[src/hdl/flash_host_pkg.sv]
// constants, opcodes and timing for the parallel flash command host
package flash_host_pkg;
  localparam int ADDR_W = 17;
  localparam int DATA_W = 8;
  localparam int CNT_W  = 5;
  // bus timing, least figures in ns, converted to cycles by rounding up
  localparam int CLK_PERIOD_NS  = 8;
  localparam int ADDR_SETUP_NS  = 16;
  localparam int WE_PULSE_NS    = 45;
  localparam int READ_ACCESS_NS = 120;
  localparam int DATA_HOLD_NS   = 8;
  localparam int ADDR_SETUP_CYC  = (ADDR_SETUP_NS + CLK_PERIOD_NS - 1) / CLK_PERIOD_NS;
  localparam int WE_PULSE_CYC    = (WE_PULSE_NS + CLK_PERIOD_NS - 1) / CLK_PERIOD_NS;
  localparam int READ_ACCESS_CYC = (READ_ACCESS_NS + CLK_PERIOD_NS - 1) / CLK_PERIOD_NS;
  localparam int DATA_HOLD_CYC   = (DATA_HOLD_NS + CLK_PERIOD_NS - 1) / CLK_PERIOD_NS;
  // command cycle addresses and data
  localparam logic [16:0] UNLOCK_ADDR1 = 17'h05555;
  localparam logic [16:0] UNLOCK_ADDR2 = 17'h02AAA;
  localparam logic [7:0]  UNLOCK_DATA1 = 8'hAA;
  localparam logic [7:0]  UNLOCK_DATA2 = 8'h55;
  localparam logic [7:0]  CODE_RESET   = 8'hF0;
  localparam logic [7:0]  CODE_ID      = 8'h90;
  localparam logic [7:0]  CODE_PROGRAM = 8'hA0;
  localparam logic [7:0]  CODE_ERASE   = 8'h80;
  localparam logic [7:0]  CODE_CHIP    = 8'h10;
  localparam logic [7:0]  CODE_SECTOR  = 8'h30;
  // identification reads keep only sector bits and the two low bits
  localparam int SECT_LSB = 14;
  localparam logic [2:0] LAST_STEP_SHORT = 3'h2;
  localparam logic [2:0] LAST_STEP_PROG  = 3'h3;
  localparam logic [2:0] LAST_STEP_ERASE = 3'h5;
  typedef enum logic [2:0] {
    OP_READ, OP_RESET, OP_ID_ENTER, OP_PROGRAM, OP_CHIP_ERASE, OP_SECTOR_ERASE, OP_ID_READ
  } op_t;
endpackage : flash_host_pkg

[src/hdl/bus_cycle_if.sv]
// one flash bus cycle request between the sequencer and the pin engine
`timescale 1ns/1ps
interface bus_cycle_if;
  logic        req;
  logic        wr;
  logic        hv;
  logic [16:0] addr;
  logic [7:0]  wdata;
  logic        done;
  logic [7:0]  rdata;
  modport seq  (output req, wr, hv, addr, wdata, input done, rdata);
  modport pins (input req, wr, hv, addr, wdata, output done, rdata);
endinterface : bus_cycle_if

[src/hdl/flash_cmd_host.sv]
// host controller that sequences flash commands onto the bus pins
`timescale 1ns/1ps
module flash_cmd_host (
  input  wire logic        REF_CLK_IN,
  input  wire logic        SRST_IN,
  input  wire logic        CMD_VALID_IN,
  input  wire logic [2:0]  CMD_OP_IN,
  input  wire logic [16:0] CMD_ADDR_IN,
  input  wire logic [7:0]  CMD_DATA_IN,
  output logic             CMD_READY_OUT,
  output logic             RESP_VALID_OUT,
  output logic [7:0]       RESP_DATA_OUT,
  output logic             ID_MODE_OUT,
  output logic             FLASH_CE_N_OUT,
  output logic             FLASH_OE_N_OUT,
  output logic             FLASH_WE_N_OUT,
  output logic [16:0]      FLASH_ADDR_OUT,
  input  wire logic [7:0]  DATA_PINS_IN,
  output logic [7:0]       DATA_PINS_OUT,
  output logic             DATA_PINS_OE_OUT,
  output logic             ID_VOLTAGE_EN_OUT
);
  typedef enum logic [1:0] {S_IDLE, S_ISSUE, S_WAIT} seq_t;

  bus_cycle_if cyc ();

  seq_t                 state_reg, state_next;
  flash_host_pkg::op_t  op_reg, op_next;
  logic [16:0]          addr_reg, addr_next;
  logic [7:0]           data_reg, data_next;
  logic [2:0]           step_reg, step_next;
  logic                 ready_reg, ready_next, rvalid_reg, rvalid_next;
  logic [7:0]           rdata_reg, rdata_next;
  logic                 idm_reg, idm_next;
  logic                 req_reg, req_next;

  // last step index of each operation
  function automatic logic [2:0] last_step(flash_host_pkg::op_t op);
    unique case (op)
      flash_host_pkg::OP_READ, flash_host_pkg::OP_ID_READ: return 3'h0;
      flash_host_pkg::OP_PROGRAM: return flash_host_pkg::LAST_STEP_PROG;
      flash_host_pkg::OP_CHIP_ERASE,
      flash_host_pkg::OP_SECTOR_ERASE: return flash_host_pkg::LAST_STEP_ERASE;
      default: return flash_host_pkg::LAST_STEP_SHORT;
    endcase
  endfunction : last_step

  function automatic logic is_read(flash_host_pkg::op_t op);
    return (op == flash_host_pkg::OP_READ) || (op == flash_host_pkg::OP_ID_READ);
  endfunction : is_read

  // address for a step; bit 16 of unlock cycles stays low since the flash ignores it
  function automatic logic [16:0] step_addr(flash_host_pkg::op_t op, logic [2:0] s,
                                            logic [16:0] ua);
    if (op == flash_host_pkg::OP_READ) return ua;
    if (op == flash_host_pkg::OP_ID_READ)
      return {ua[16:flash_host_pkg::SECT_LSB], 12'h000, ua[1:0]};
    unique case (s)
      3'h1, 3'h4: return flash_host_pkg::UNLOCK_ADDR2;
      3'h3: return (op == flash_host_pkg::OP_PROGRAM) ? ua
                   : flash_host_pkg::UNLOCK_ADDR1;
      3'h5: return (op == flash_host_pkg::OP_SECTOR_ERASE) ? ua
                   : flash_host_pkg::UNLOCK_ADDR1;
      default: return flash_host_pkg::UNLOCK_ADDR1;
    endcase
  endfunction : step_addr

  // data for a step of a command sequence
  function automatic logic [7:0] step_data(flash_host_pkg::op_t op, logic [2:0] s,
                                           logic [7:0] ud);
    unique case (s)
      3'h0: return flash_host_pkg::UNLOCK_DATA1;
      3'h1, 3'h4: return flash_host_pkg::UNLOCK_DATA2;
      3'h2: unique case (op)
        flash_host_pkg::OP_RESET:    return flash_host_pkg::CODE_RESET;
        flash_host_pkg::OP_ID_ENTER: return flash_host_pkg::CODE_ID;
        flash_host_pkg::OP_PROGRAM:  return flash_host_pkg::CODE_PROGRAM;
        default:                     return flash_host_pkg::CODE_ERASE;
      endcase
      3'h3: return (op == flash_host_pkg::OP_PROGRAM) ? ud : flash_host_pkg::UNLOCK_DATA1;
      default: return (op == flash_host_pkg::OP_CHIP_ERASE) ? flash_host_pkg::CODE_CHIP
                      : flash_host_pkg::CODE_SECTOR;
    endcase
  endfunction : step_data

  // sequencer: one bus cycle per step, the engine reports each cycle done
  always_comb begin
    state_next  = state_reg;
    op_next     = op_reg;
    addr_next   = addr_reg;
    data_next   = data_reg;
    step_next   = step_reg;
    ready_next  = ready_reg;
    rvalid_next = 1'b0;
    rdata_next  = rdata_reg;
    idm_next    = idm_reg;
    req_next    = 1'b0;
    unique case (state_reg)
      S_IDLE: if (CMD_VALID_IN && ready_reg) begin
        op_next    = flash_host_pkg::op_t'(CMD_OP_IN);
        addr_next  = CMD_ADDR_IN;
        data_next  = CMD_DATA_IN;
        step_next  = 3'h0;
        ready_next = 1'b0;
        state_next = S_ISSUE;
      end
      S_ISSUE: begin
        req_next   = 1'b1;
        state_next = S_WAIT;
      end
      S_WAIT: if (cyc.done) begin
        if (step_reg == last_step(op_reg)) begin
          if (is_read(op_reg)) begin
            rvalid_next = 1'b1;
            rdata_next  = cyc.rdata;
          end
          if (op_reg == flash_host_pkg::OP_ID_ENTER) idm_next = 1'b1;
          if (op_reg == flash_host_pkg::OP_RESET)    idm_next = 1'b0;
          ready_next = 1'b1;
          state_next = S_IDLE;
        end else begin
          step_next  = step_reg + 3'h1;
          state_next = S_ISSUE;
        end
      end
      default: state_next = S_IDLE;
    endcase
  end

  // registers; power-up state assumes the flash sits in read mode
  always_ff @(posedge REF_CLK_IN) begin
    if (SRST_IN) begin
      state_reg  <= S_IDLE;
      op_reg     <= flash_host_pkg::OP_READ;
      addr_reg   <= 17'h00000;
      data_reg   <= 8'h00;
      step_reg   <= 3'h0;
      ready_reg  <= 1'b1;
      rvalid_reg <= 1'b0;
      rdata_reg  <= 8'h00;
      idm_reg    <= 1'b0;
      req_reg    <= 1'b0;
    end else begin
      state_reg  <= state_next;
      op_reg     <= op_next;
      addr_reg   <= addr_next;
      data_reg   <= data_next;
      step_reg   <= step_next;
      ready_reg  <= ready_next;
      rvalid_reg <= rvalid_next;
      rdata_reg  <= rdata_next;
      idm_reg    <= idm_next;
      req_reg    <= req_next;
    end
  end

  // request fields are stable while the engine works, so they can be decoded live
  assign cyc.req   = req_reg;
  assign cyc.wr    = ~is_read(op_reg);
  assign cyc.hv    = (op_reg == flash_host_pkg::OP_ID_READ) & ~idm_reg;
  assign cyc.addr  = step_addr(op_reg, step_reg, addr_reg);
  assign cyc.wdata = step_data(op_reg, step_reg, data_reg);

  flash_pin_engine engine (
    .clk_in           (REF_CLK_IN),
    .srst_in          (SRST_IN),
    .cyc              (cyc.pins),
    .data_pins_in     (DATA_PINS_IN),
    .ce_n_out         (FLASH_CE_N_OUT),
    .oe_n_out         (FLASH_OE_N_OUT),
    .we_n_out         (FLASH_WE_N_OUT),
    .addr_out         (FLASH_ADDR_OUT),
    .data_pins_out    (DATA_PINS_OUT),
    .data_pins_oe_out (DATA_PINS_OE_OUT),
    .id_voltage_out   (ID_VOLTAGE_EN_OUT)
  );

  assign CMD_READY_OUT  = ready_reg;
  assign RESP_VALID_OUT = rvalid_reg;
  assign RESP_DATA_OUT  = rdata_reg;
  assign ID_MODE_OUT    = idm_reg;
endmodule : flash_cmd_host

[src/hdl/flash_pin_engine.sv]
// drives one read or write cycle on the flash pins with fixed timing
`timescale 1ns/1ps
module flash_pin_engine (
  input  wire logic        clk_in,
  input  wire logic        srst_in,
  bus_cycle_if.pins        cyc,
  input  wire logic [7:0]  data_pins_in,
  output logic             ce_n_out,
  output logic             oe_n_out,
  output logic             we_n_out,
  output logic [16:0]      addr_out,
  output logic [7:0]       data_pins_out,
  output logic             data_pins_oe_out,
  output logic             id_voltage_out
);
  localparam int CNT_W = flash_host_pkg::CNT_W;
  typedef enum logic [1:0] {E_IDLE, E_SETUP, E_STROBE, E_HOLD} eng_t;
  eng_t        state_reg, state_next;
  logic [4:0]  cnt_reg, cnt_next;
  logic        wr_reg, wr_next;
  logic        ce_n_reg, ce_n_next, oe_n_reg, oe_n_next, we_n_reg, we_n_next;
  logic [16:0] addr_reg, addr_next;
  logic [7:0]  dout_reg, dout_next, rdata_reg, rdata_next;
  logic        doe_reg, doe_next, hv_reg, hv_next, done_reg, done_next;

  // next values of the cycle; strobes rise together so data latches on that edge
  always_comb begin
    state_next = state_reg;
    cnt_next   = cnt_reg;
    wr_next    = wr_reg;
    ce_n_next  = ce_n_reg;
    oe_n_next  = oe_n_reg;
    we_n_next  = we_n_reg;
    addr_next  = addr_reg;
    dout_next  = dout_reg;
    doe_next   = doe_reg;
    hv_next    = hv_reg;
    rdata_next = rdata_reg;
    done_next  = 1'b0;
    unique case (state_reg)
      E_IDLE: if (cyc.req) begin
        wr_next    = cyc.wr;
        addr_next  = cyc.addr;
        dout_next  = cyc.wdata;
        doe_next   = cyc.wr;               // OE stays high, so no contention
        hv_next    = cyc.hv & ~cyc.wr;
        cnt_next   = CNT_W'(flash_host_pkg::ADDR_SETUP_CYC - 1);
        state_next = E_SETUP;
      end
      E_SETUP: if (cnt_reg == 5'h00) begin
        ce_n_next  = 1'b0;
        we_n_next  = ~wr_reg;
        oe_n_next  = wr_reg;
        cnt_next   = wr_reg ? CNT_W'(flash_host_pkg::WE_PULSE_CYC - 1)
                            : CNT_W'(flash_host_pkg::READ_ACCESS_CYC - 1);
        state_next = E_STROBE;
      end else begin
        cnt_next = cnt_reg - 5'h01;
      end
      E_STROBE: if (cnt_reg == 5'h00) begin
        if (!wr_reg) rdata_next = data_pins_in;
        ce_n_next  = 1'b1;
        we_n_next  = 1'b1;
        oe_n_next  = 1'b1;
        cnt_next   = CNT_W'(flash_host_pkg::DATA_HOLD_CYC - 1);
        state_next = E_HOLD;
      end else begin
        cnt_next = cnt_reg - 5'h01;
      end
      E_HOLD: if (cnt_reg == 5'h00) begin
        doe_next   = 1'b0;
        hv_next    = 1'b0;
        done_next  = 1'b1;
        state_next = E_IDLE;
      end else begin
        cnt_next = cnt_reg - 5'h01;
      end
    endcase
  end

  // registers; pins park deselected after reset
  always_ff @(posedge clk_in) begin
    if (srst_in) begin
      state_reg <= E_IDLE;
      cnt_reg   <= 5'h00;
      wr_reg    <= 1'b0;
      ce_n_reg  <= 1'b1;
      oe_n_reg  <= 1'b1;
      we_n_reg  <= 1'b1;
      addr_reg  <= 17'h00000;
      dout_reg  <= 8'h00;
      doe_reg   <= 1'b0;
      hv_reg    <= 1'b0;
      rdata_reg <= 8'h00;
      done_reg  <= 1'b0;
    end else begin
      state_reg <= state_next;
      cnt_reg   <= cnt_next;
      wr_reg    <= wr_next;
      ce_n_reg  <= ce_n_next;
      oe_n_reg  <= oe_n_next;
      we_n_reg  <= we_n_next;
      addr_reg  <= addr_next;
      dout_reg  <= dout_next;
      doe_reg   <= doe_next;
      hv_reg    <= hv_next;
      rdata_reg <= rdata_next;
      done_reg  <= done_next;
    end
  end

  assign ce_n_out         = ce_n_reg;
  assign oe_n_out         = oe_n_reg;
  assign we_n_out         = we_n_reg;
  assign addr_out         = addr_reg;
  assign data_pins_out    = dout_reg;
  assign data_pins_oe_out = doe_reg;
  assign id_voltage_out   = hv_reg;
  assign cyc.done         = done_reg;
  assign cyc.rdata        = rdata_reg;
endmodule : flash_pin_engine

[config.mk]
export PLATFORM = sky130hd
export DESIGN_NAME = flash_cmd_host
export DESIGN_NICKNAME = d
export VERILOG_FILES = /design/src/hdl/flash_host_pkg.sv /design/src/hdl/bus_cycle_if.sv /design/src/hdl/flash_cmd_host.sv /design/src/hdl/flash_pin_engine.sv
export SDC_FILE = /design/constraint.sdc
export NUM_CORES = 1
export LEC_CHECK = 0
export BUFFER_PORTS_ARGS = -buffer_cell sky130_fd_sc_hd__clkbuf_2
export CAP_MARGIN = 25
export CORE_UTILIZATION = 54
export DETAILED_ROUTE_END_ITERATION = 8
export PLACE_DENSITY = 0.82
export SLEW_MARGIN = 20
export SYNTH_ARGS = -nofsm -noshare
export SYNTH_HDL_FRONTEND = slang
export SYNTH_SLANG_ARGS = --single-unit
[constraint.sdc]
create_clock -name REF_CLK_IN -period 5.5 [get_ports REF_CLK_IN]
set_clock_uncertainty 0.05 [all_clocks]
set_input_delay 0.275 -clock REF_CLK_IN [delete_from_list [all_inputs] [get_ports REF_CLK_IN]]
set_output_delay 0.275 -clock REF_CLK_IN [all_outputs]
set_load 0.01 [all_outputs]
=== After elaboration in Yosys (flattened, before gate mapping) ===
Index checks and enable logic that the tools add are counted.

* Word-level logic and storage cells: 143
* Bits in read-only memories: 0
* Bits in latches: 0
* Output and inout port bits: 41
* Input port bits: 39
* RAM bits: 0
* Register bits: 92
* Memories kept: 0

* $mul: 0
* Bitwise logic cells: 9
* Reductions and logical operators: 28
* Add/subtract/negate cells: 2
* Muxes and demuxes: 56
* Shift-type cells: 0
* Divide/modulo/power cells: 0
* Magnitude comparators: 0
* Eq/ne operators: 26

{| class="wikitable"
|+ Operators by type and width
! kind !! number
|-
| 2-to-1 mux 17 bit || 6
|-
| case mux 17 bit (3 select lines) || 1
|-
| case mux 8 bit (4 select lines) || 1
|-
| case mux 7 bit (3 select lines) || 1
|-
| 2-to-1 mux 5 bit || 4
|-
| case mux 5 bit (4 select lines) || 1
|-
| AND reduction 4 bit || 5
|-
| 2-to-1 mux 1 bit || 18
|-
| equality test 3 bit (second input constant) || 5
|-
| 2-to-1 mux 3 bit || 5
|-
| equality test 3 x 2 -> 1 bit (second input constant) || 4
|-
| 2-to-1 mux 2 bit || 6
|-
| case mux 1 bit (2 select lines) || 6
|-
| inequality test 2 bit (second input constant) || 5
|-
| case mux 3 bit (3 select lines) || 1
|-
| AND reduction 3 bit || 3
|-
| 2-to-1 mux 8 bit || 1
|-
| inequality test 2 x 1 -> 1 bit (second input constant) || 4
|-
| case mux 2 bit (4 select lines) || 1
|-
| AND reduction 2 bit || 4
|-
| nonzero test 2 bit || 4
|-
| OR reduction 2 bit || 4
|-
| NOT 1 bit || 7
|-
| equality test 2 bit (second input constant) || 3
|-
| other kinds (16) || 21
|}

=== Depth between registers and ports, before layout ===
Gate-level depths: netlist of run 1.

* Word-level depth: 9
* Gate-level depth with buffers: 9
* Gate-level depth less buffers: 7

=== Hierarchy ===
A second synthesis of run 1 with hierarchy kept.

* Cell total of the unflattened synthesis: 541
* Area total of the unflattened synthesis: 4240.3 µm²

{| class="wikitable"
|+ Modules (own cells, without submodules)
! module !! area an instance (µm²) !! cells each !! sequential area each (µm²) !! instances
|-
| flash_cmd_host || 2354.8 || 317 || 900.9 || 1
|-
| flash_pin_engine || 1885.6 || 224 || 940.9 || 1
|}

=== Least setup slack after synthesis of run 1 ===
OpenSTA, ideal clock, no wires.

* Path kind: reg2reg
* Start: register step_reg[1]
* End: register engine.addr_reg[15] (netlist: engine.addr_out[15])
* Stages on the path, launching flop included: 9
* Path buffers: 1
* Setup time: 0.070 ns
* Period minus slack after synthesis: 1.927 ns
* Data arrival time: 1.807 ns
* Slack: 3.573 ns
* Path through: dfxtp_1 > ha_1 > ha_1 > clkbuf_1 > nand3_1 > o311a_1 > a31oi_1 > nand3_1 > a21oi_1

* Cells in the longest elaborated chain, start to end: 5
* Elaborated cells between the ends (all ways): 8
* Classes of those cells: 4 x eq/ne; 3 x mux; 1 x reduce/logical

{| class="wikitable"
|+ RTL lines
! item !! RTL line !! text
|-
| start, declared || flash_cmd_host.sv:31 || <nowiki>logic [2:0] step_reg, step_next;</nowiki>
|-
| start signal, assigned || flash_cmd_host.sv:148 || <nowiki>step_reg <= step_next;</nowiki>
|-
| equality test 3 x 1 -> 1 bit / equality test 3 bit (equally long branches) || flash_cmd_host.sv:58 || <nowiki>unique case (s)</nowiki>
|-
| OR reduction 2 bit || flash_cmd_host.sv:58 ||
|-
| case mux 17 bit (3 select lines) (*) || flash_cmd_host.sv:58 ||
|-
| 2-to-1 mux 17 bit (*) || flash_cmd_host.sv:58 ||
|-
| 2-to-1 mux 17 bit (*) || flash_cmd_host.sv:56 || <nowiki>if (op == flash_host_pkg::OP_ID_READ)</nowiki>
|-
| end signal, assigned || flash_pin_engine.sv:103 || <nowiki>addr_reg <= addr_next;</nowiki>
|-
| end, declared || flash_pin_engine.sv:22 || <nowiki>logic [16:0] addr_reg, addr_next;</nowiki>
|}

Mark *: on every way between the ends. The rest lies on a longest branch, timed or not.
A chain may end at the register's enable or synchronous reset.

=== Worst setup path in the final report of run 1 ===
* Start: register op_reg[1]
* End: register engine.addr_reg[14] (netlist: engine.addr_out[14])

* Cells in the longest elaborated chain, start to end: 5
* Elaborated cells between the ends (all ways): 13
* Classes of those cells: 3 x eq/ne; 9 x mux; 1 x reduce/logical

{| class="wikitable"
|+ RTL lines
! item !! RTL line !! text
|-
| start, declared || flash_cmd_host.sv:28 || <nowiki>flash_host_pkg::op_t op_reg, op_next;</nowiki>
|-
| start signal, assigned || flash_cmd_host.sv:134 || <nowiki>op_reg <= flash_host_pkg::OP_READ;</nowiki>
|-
| start signal, assigned || flash_cmd_host.sv:145 || <nowiki>op_reg <= op_next;</nowiki>
|-
| equality test 3 bit, or another cell as far along || flash_cmd_host.sv:62 || <nowiki>3'h5: return (op == flash_host_pkg::OP_SECTOR_ERASE) ? ua</nowiki>
|-
| 2-to-1 mux 17 bit, or another cell as far along || flash_cmd_host.sv:62 ||
|-
| case mux 17 bit (3 select lines) / 2-to-1 mux 1 bit (equally long branches) || flash_cmd_host.sv:58, flash_cmd_host.sv:56 ||
|-
| 2-to-1 mux 17 bit || flash_cmd_host.sv:58 ||
|-
| 2-to-1 mux 17 bit (*) || flash_cmd_host.sv:56 ||
|}

Mark *: on every way between the ends. The rest lies on a longest branch, timed or not. The select of a mux whose other input is x is not followed.

==> results of run 1 <==
[worst min-delay path, stage by stage]
cell	delay (ns)
clkbuf_2	0.08
nand2_1	0.04
a21oi_1	0.05
[metrics by stage]
stage / utilization / hold slack (ns) / setup slack (ns)
6_report: 0.643 / 0.0907 / 3.13
5_1_grt: 0.643 / 0.0864 / 2.92
4_1_cts: 0.641 / 0.0762 / 3.14
3_5_place_dp: 0.619 / 0.395 / 2.99
3_3_place_gp: 0.619 / 0.387 / 3.05
2_1_floorplan: - / 0.361 / 3.57
[cells by family after synthesis]
family / after synthesis / share of synthesized area
buffers and inverters: 46 / 0.0462
multiplexers: 4 / 0.0102
adder cells (fa/ha/maj): 11 / 0.0339
AND/OR/NAND/NOR: 190 / 0.217
flip-flops: 92 / 0.453
AO/OA/AOI/OAI: 155 / 0.233
XOR/XNOR: 3 / 0.00647
[synthesized netlist by cell type, drive strengths merged, types with 4 or more instances]
master,n,area [um2]
a211oi,4,30.0
a21oi,68,340
a31oi,8,56.3
and2,5,31.3
buf,16,75.1
clkbuf,17,63.8
dfxtp,92,1840
ha,11,138
inv,12,45.0
nand2,101,382
nand2b,8,50.1
nand3,17,85.1
nand4,8,50.1
nor2,26,108
nor3,4,20.0
o21ai,40,204
o221a,6,67.6
[how the worst max path moves through the flow]
stage	to	slack [ns]	cells after the start
3_3_place_gp	RESP_DATA_OUT[7]	3.05	6
6_report	engine.addr_out[14]	3.13	5
5_1_grt	engine.addr_out[14]	2.92	5
2_1_floorplan	engine.addr_out[15]	3.57	8
3_5_place_dp	RESP_DATA_OUT[7]	2.99	6
4_1_cts	engine.addr_out[0]	3.14	5
[area by class of cell]
type / count / area share
multi-input cells: 363 / 0.439
flip-flops and latches: 92 / 0.395
repair buffers: 84 / 0.0937
clock buffers: 11 / 0.0325
well taps: 99 / 0.0266
inverters: 13 / 0.0105
clock inverters: 2 / 0.00268
[metal layers]
metal / vias to the layer above / track usage / routed length, um
met5: - / 0 / 0
met4: 0 / 0.0938 / 143
met3: 17 / 0.0672 / 708
met2: 149 / 0.425 / 4460
met1: 1733 / 0.321 / 4220
li1: 1871 / - / -
[power groups by stage]
stage                     clock, mW  sequential [mW]  combinational (mW)
after CTS                     0.405            0.774               0.397
after detailed placement          0            0.789               0.393
after floorplan                   0            0.785               0.291
after global placement            0            0.786               0.381
after global routing          0.429            0.783               0.451
final                         0.394            0.774               0.400
==> results by group, run 1 <==
Drt
  – DRT iter0 DRCs: 261
  – Via count: 3,770
  – Antenna viol nets, final: 0
  – Routed WL per cell: 14.4 um
  – Vias per cell: 5.68
  – Number of remaining DRC errors: 0
  – Router iterations before antenna repair: 5
  – Final WL: 9.53 mm

Finish
  – Fill count: 639
  – Area of the multi-input gates: 2050 um2
  – Non-filler cells, final: 664
  – Reg area: 1840 um2
  – Area Growth Syn to Fin: 14.8%
  – Commonest non-fill, non-tap cell in the layout: nand2_1
  – Share of post-route cells with drive strength above 1: 0.188
  – Antenna Cells: 0
  – Net count, final: 613
  – Commonest non-fill, non-tap cells in the layout: nand2_1 (100), dfxtp_1 (92), clkbuf_2 (79), a21oi_1 (68), o21ai_0 (27)
  – Final instance area: 4660 um2

Floorplanning
  – Core ar.: 7250 um2
  – Die area: 7870 um2
  – Die Ht: 88.7 um
  – Initial Util: 0.560
  – Row Count: 31
  – Die W: 88.7 um
  – Ports: 80

Timing
  – Worst slew margin: 0.392
  – Setup TNS: 0 ns
  – Final count of hold timing violations: 0
  – Worst Tran Pin Value: 0.907 ns
  – Setup violators final: 0
  – Slew Limit Fails: 0
  – Fin crit period: 2.37 ns
  – Tcrit/Tclk final: 0.431
  – RSZ-0062 raised after global routing: false
  – Achievable Freq: 422 MHz

Synthesis
  – YS warnings: 0
  – Number of synthesized flops with an enable pin: 0
  – Post-synthesis sequential area ratio: 0.453
  – Mapped Nets: 551
  – Top_reg_cell synth: dfxtp_1
  – Netlist cell types: 60
  – Ys async rst share: 0
  – Mapped Cells: 501
  – Syn Area/Cell: 8.11 um2
  – Synth Register Bits: 92
  – Cell Area, Synth: 4060 um2

Power
  – Peak supply drop: 212 uV
  – Pwr Total: 1.57 mW
  – Switching share of power: 0.328
  – LEAKAGE: 1.83 nW
  – Combinational power share: 0.255
  – Net switching power: 0.514 mW
  – Clock power share: 0.251
  – Internal cell power: 1.05 mW
  – Seq pwr share: 0.494
  – Pwr Density: 336 nW/um2

Clock network
  – Hold-fix buffers, CTS: 0
  – Cts bufs inserted: 9
  – CTS tree: yes
  – Skew-Pair Late Insertion Delay: 0.35 ns
  – Post-CTS sizing: 0
  – TritonCTS Sinks: 92
  – Post-CTS Setup Bufs: 0
  – Worst-path clk slew: 0.08 ns
  – H-tree levels: 3
  – Root Buffer: clkbuf_8
  – CTS max path bufs: 2

Worst setup path
  – Setup CP Type: reg2reg
  – Reg2reg path depth: 5
  – Crit start category: flip-flop
  – CP Max Fanout: 16
  – Delay-heaviest family, CP: flip-flops
  – Worst EP required: 5.67 ns
  – CP endpoint kind: flip-flop
  – Cells along the critical path: xnor2_1 > and2_1 > inv_1 > a21oi_1 > a21oi_1
  – Most Frequent Cell on Critical Path: a21oi_1
  – Reg2reg setup slack: 3.13 ns
  – WP buf/inv: 1
  – Worst r2r src: op_reg[1]
  – Worst Path Arrival: 2.53 ns
  – Critical path launch point: op_reg[1]
  – CP peak stage delay: 0.63 ns
  – Slowest stage cell on the critical path: dfxtp_1
  – Critical R2R Capture: engine.addr_out[14]

Global route
  – First-pass GRT wire length: 15.8 mm
  – Initial antenna violation count: 0
  – Overflow after GRT: 0
  – GRT Total Usage: 0.256
  – Vias in the first global route: 3,475
  – Largest net degree at the start of global routing: 63

Worst hold path
  – Hold wc startpoint: CMD_ADDR_IN[7]
  – Worst hold path class: in2reg
  – Hold endpoint: addr_reg[7]
  – Hold path cells: 3

Placement
  – Port Buffers: 79
  – Final GP Congestion: 0.941
  – Placed inst area: 4490 um2
  – Post-DP HPWL: 6.52 mm
  – Placed insts: 650

Status
  – Status: finished, final reports clean

Flow run
  – Max-Cap Viols: 0
(Power assumes the default switching activity.)
==> run 2: changes to the inputs <==
--- a/config.mk
+++ b/config.mk
@@ -5,11 +5,12 @@
 export SDC_FILE = /design/constraint.sdc
 export NUM_CORES = 1
 export LEC_CHECK = 0
+export ABC_AREA = 1
 export BUFFER_PORTS_ARGS = -buffer_cell sky130_fd_sc_hd__clkbuf_2
 export CAP_MARGIN = 25
-export CORE_UTILIZATION = 54
+export CORE_UTILIZATION = 50
 export DETAILED_ROUTE_END_ITERATION = 8
-export PLACE_DENSITY = 0.82
+export PLACE_DENSITY = 0.8
 export SLEW_MARGIN = 20
 export SYNTH_ARGS = -nofsm -noshare
 export SYNTH_HDL_FRONTEND = slang
==> constraint.sdc (replaced) <==
create_clock -name REF_CLK_IN -period 2.04 [get_ports REF_CLK_IN]
set_clock_uncertainty 0.05 [all_clocks]
set_input_delay 0.102 -clock REF_CLK_IN [delete_from_list [all_inputs] [get_ports REF_CLK_IN]]
set_output_delay 0.102 -clock REF_CLK_IN [all_outputs]
set_load 0.01 [all_outputs]
==> run 2 against run 1 <==
  * Utilization rose by 1.0 points
  * Largest cell class unchanged
  * Final area is 10% higher
  * Final cell count grew 20%
==> results by group, run 2 <==
Synthesis
  – Mapped Cells: 587 (was 501)
  – Synth area leaders: dfxtp_1 (45%), nand2_1 (11%), o21ai_0 (11%) (was dfxtp_1 (45%), nand2_1 (9.2%), a21oi_1 (8.4%))
  – Number of synthesized flops with an enable pin: 0 (unchanged)
  – Largest area contributor in the netlist: dfxtp_1 (unchanged)
  – Top cell type's share of synthesized area: 0.446 (was 0.453)
  – Synth Register Bits: 92 (unchanged)
  – Post-synthesis sequential area ratio: 0.446 (was 0.453)
  – Netlist cell types: 27 (was 60)
  – Cell Area, Synth: 4130 um2 (was 4060 um2)
  – Top cells by count, synth: nand2_1 (119), nor2_1 (94), dfxtp_1 (92) (was nand2_1 (100), dfxtp_1 (92), a21oi_1 (68))
  – Mapped Nets: 637 (was 551)
  – YS warnings: 0 (unchanged)
  – Ys async rst share: 0 (unchanged)
  – Most frequent cell after synthesis: nand2_1 (unchanged)
  – Top_reg_cell synth: dfxtp_1 (unchanged)
  – Syn Area/Cell: 7.04 um2 (was 8.11 um2)

Drt
  – Met3 Routed Length: 496 um (was 708 um)
  – Number of remaining DRC errors: 0 (unchanged)
  – Final WL: 10.6 mm (was 9.53 mm)
  – DR top layer: met4 (unchanged)
  – Met2 wire length: 5.07 mm (was 4.46 mm)
  – Via count: 4,128 (was 3,770)
  – Routed WL per cell: 13.3 um (was 14.4 um)
  – Router iterations before antenna repair: 5 (unchanged)
  – Vias per cell: 5.17 (was 5.68)
  – Wl on met1: 4.86 mm (was 4.22 mm)
  – DRT iter0 DRCs: 214 (was 261)
  – Antenna viol nets, final: 0 (unchanged)

Flow run
  – Max-Cap Viols: 0 (unchanged)

Worst hold path
  – Hold wc startpoint: CMD_OP_IN[0] (was CMD_ADDR_IN[7])
  – Worst hold path class: in2reg (unchanged)

Finish
  – Share of post-route cells with drive strength above 1: 0.169 (was 0.188)
  – Reg area: 1840 um2 (unchanged)
  – Antenna Cells: 0 (unchanged)
  – Final core occ: 0.653 (was 0.643)
  – Non-filler cells, final: 799 (was 664)
  – Commonest non-fill, non-tap cells in the layout: nand2_1 (119), nor2_1 (94), dfxtp_1 (92), o21ai_0 (85), clkbuf_2 (79) (was nand2_1 (100), dfxtp_1 (92), clkbuf_2 (79), a21oi_1 (68), o21ai_0 (27))
  – Fill count: 697 (was 639)
  – Commonest non-fill, non-tap cell in the layout: nand2_1 (unchanged)
  – Area of the multi-input gates: 1980 um2 (was 2050 um2)
  – Area Growth Syn to Fin: 24.1% (was 14.8%)
  – Final instance area: 5130 um2 (was 4660 um2)
  – Net count, final: 743 (was 613)

Floorplanning
  – Row Count: 32 (was 31)
  – Initial Util: 0.526 (was 0.560)
  – Ports: 80 (unchanged)
  – Core ar.: 7850 um2 (was 7250 um2)
  – Die Ht: 92.9 um (was 88.7 um)
  – Die area: 8630 um2 (was 7870 um2)
  – Die W: 92.9 um (was 88.7 um)

Placement
  – Port Buffers: 79 (unchanged)
  – Placed inst area: 4650 um2 (was 4490 um2)
  – Placed insts: 756 (was 650)
  – Post-DP HPWL: 7.48 mm (was 6.52 mm)
  – Final GP Congestion: 0.942 (was 0.941)

Power
  – Seq pwr share: 0.445 (was 0.494)
  – Net switching power: 1.84 mW (was 0.514 mW)
  – Combinational power share: 0.315 (was 0.255)
  – Clock power share: 0.241 (was 0.251)
  – LEAKAGE: 2.31 nW (was 1.83 nW)
  – Pwr Density: 980 nW/um2 (was 336 nW/um2)
  – Switching share of power: 0.365 (was 0.328)
  – Internal cell power: 3.19 mW (was 1.05 mW)
  – Peak supply drop: 472 uV (was 212 uV)
  – Pwr Total: 5.02 mW (was 1.57 mW)

Worst setup path
  – Worst EP required: 2.22 ns (was 5.67 ns)
  – CP endpoint kind: flip-flop (unchanged)
  – CP Max Fanout: 8 (was 16)
  – Crit start category: flip-flop (unchanged)
  – Setup CP Type: reg2reg (unchanged)
  – Critical path launch point: op_reg[1] (unchanged)
  – Worst Path Arrival: 2.05 ns (was 2.53 ns)
  – Worst r2r src: op_reg[1] (unchanged)

Timing
  – Fin crit period: 1.86 ns (was 2.37 ns)
  – Setup TNS: 0 ns (unchanged)
  – Slew Limit Fails: 0 (unchanged)
  – Tcrit/Tclk final: 0.914 (was 0.431)
  – RSZ-0062 raised after global routing: false (unchanged)
  – Setup violators final: 0 (unchanged)
  – Achievable Freq: 537 MHz (was 422 MHz)
  – Worst Tran Pin Value: 0.686 ns (was 0.907 ns)
  – Final count of hold timing violations: 0 (unchanged)
  – Worst slew margin: 0.542 (was 0.392)

Clock network
  – Cts bufs inserted: 9 (unchanged)
  – Skew-Pair Late Insertion Delay: 0.35 ns (about the same)
  – CTS max path bufs: 2 (unchanged)
  – TritonCTS Sinks: 92 (unchanged)
  – H-tree levels: 3 (unchanged)
  – Post-CTS Setup Bufs: 0 (unchanged)
  – Worst-path clk slew: 0.09 ns (was 0.08 ns)
  – CTS tree: yes (unchanged)
  – Root Buffer: clkbuf_8 (unchanged)

Global route
  – GRT Total Usage: 0.258 (was 0.256)
  – Largest net degree at the start of global routing: 60 (was 63)
  – First-pass GRT wire length: 17.7 mm (was 15.8 mm)
  – Initial antenna violation count: 0 (unchanged)
  – Overflow after GRT: 0 (unchanged)
  – Vias in the first global route: 3,843 (was 3,475)

Status
  – Status: finished, final reports clean (unchanged)
## run 2: path summary, 6_finish.rpt
check	to	slack, ns	cells past startpoint
worst max-delay path	engine.addr_out[9]	0.18	10
worst min register to register	engine.cyc.rdata[7]	0.40	2
worst min-delay path	op_reg[0]	0.01	3
worst max register to register	engine.addr_out[9]	0.18	10
## run 2: kinds of logic (layout without fill, tap and decap cells)
family / count (synthesis) / after routing / share of synthesized area
and+or+nand+nor: 247 / 247 / 0.242
DFF: 92 / 92 / 0.446
buffers and inverters: 80 / 190 / 0.0769
xor gates and xnor gates: 2 / 2 / 0.00424
AOI/OAI and AO/OA: 155 / 155 / 0.197
adders and majority gates: 11 / 11 / 0.0333
## run 2: what timing repair did
item / in CTS / in global routing
hold buffers: 28 / 0
endpoints found under the hold margin: 28 / 0
endpoints found under the setup margin: 0 / 9
resized for setup: 0 / 4
## run 2: stage by stage
stage | setup slack, ns | hold slack, ns
final | 0.176 | 0.0116
after global routing | 0.00218 | 0.0107
after CTS | 0.131 | 0.000839
after detailed placement | 0.155 | 0.308
after global placement | 0.207 | 0.302
after floorplan | 0.421 | 0.219
## run 2: worst max-delay path, cell delays in order, from the launching register on
cell,delay (ns)
dfxtp_1,0.39
inv_2,0.11
nand2_2,0.07
nor2_1,0.16
inv_1,0.12
nand2_1,0.15
inv_1,0.16
nand2_1,0.11
inv_1,0.08
a21oi_4,0.24
a21oi_1,0.11
## run 2: power by group through the flow
stage	clock, mW	sequential (mW)	combinational [mW]
after global placement	0	2.26	1.45
after floorplan	0	2.26	1.07
after CTS	1.24	2.23	1.55
final	1.21	2.23	1.58
after global routing	1.32	2.27	1.79
after detailed placement	0	2.27	1.50
## run 2: cell type report
cell class,count,area share
multi-input combinational,415,0.386
sequential,92,0.359
clock inverter,6,0.0139
clock buffer,9,0.0242
timing repair buffer,118,0.150
tap,102,0.0249
inverter,57,0.0417
## run 2: per-layer routing
layer / global-route usage / vias to the layer above
li1: - / 2116
met1: 0.337 / 1861
met2: 0.436 / 136
met3: 0.0361 / 15
met4: 0.0885 / 0
met5: 0 / -
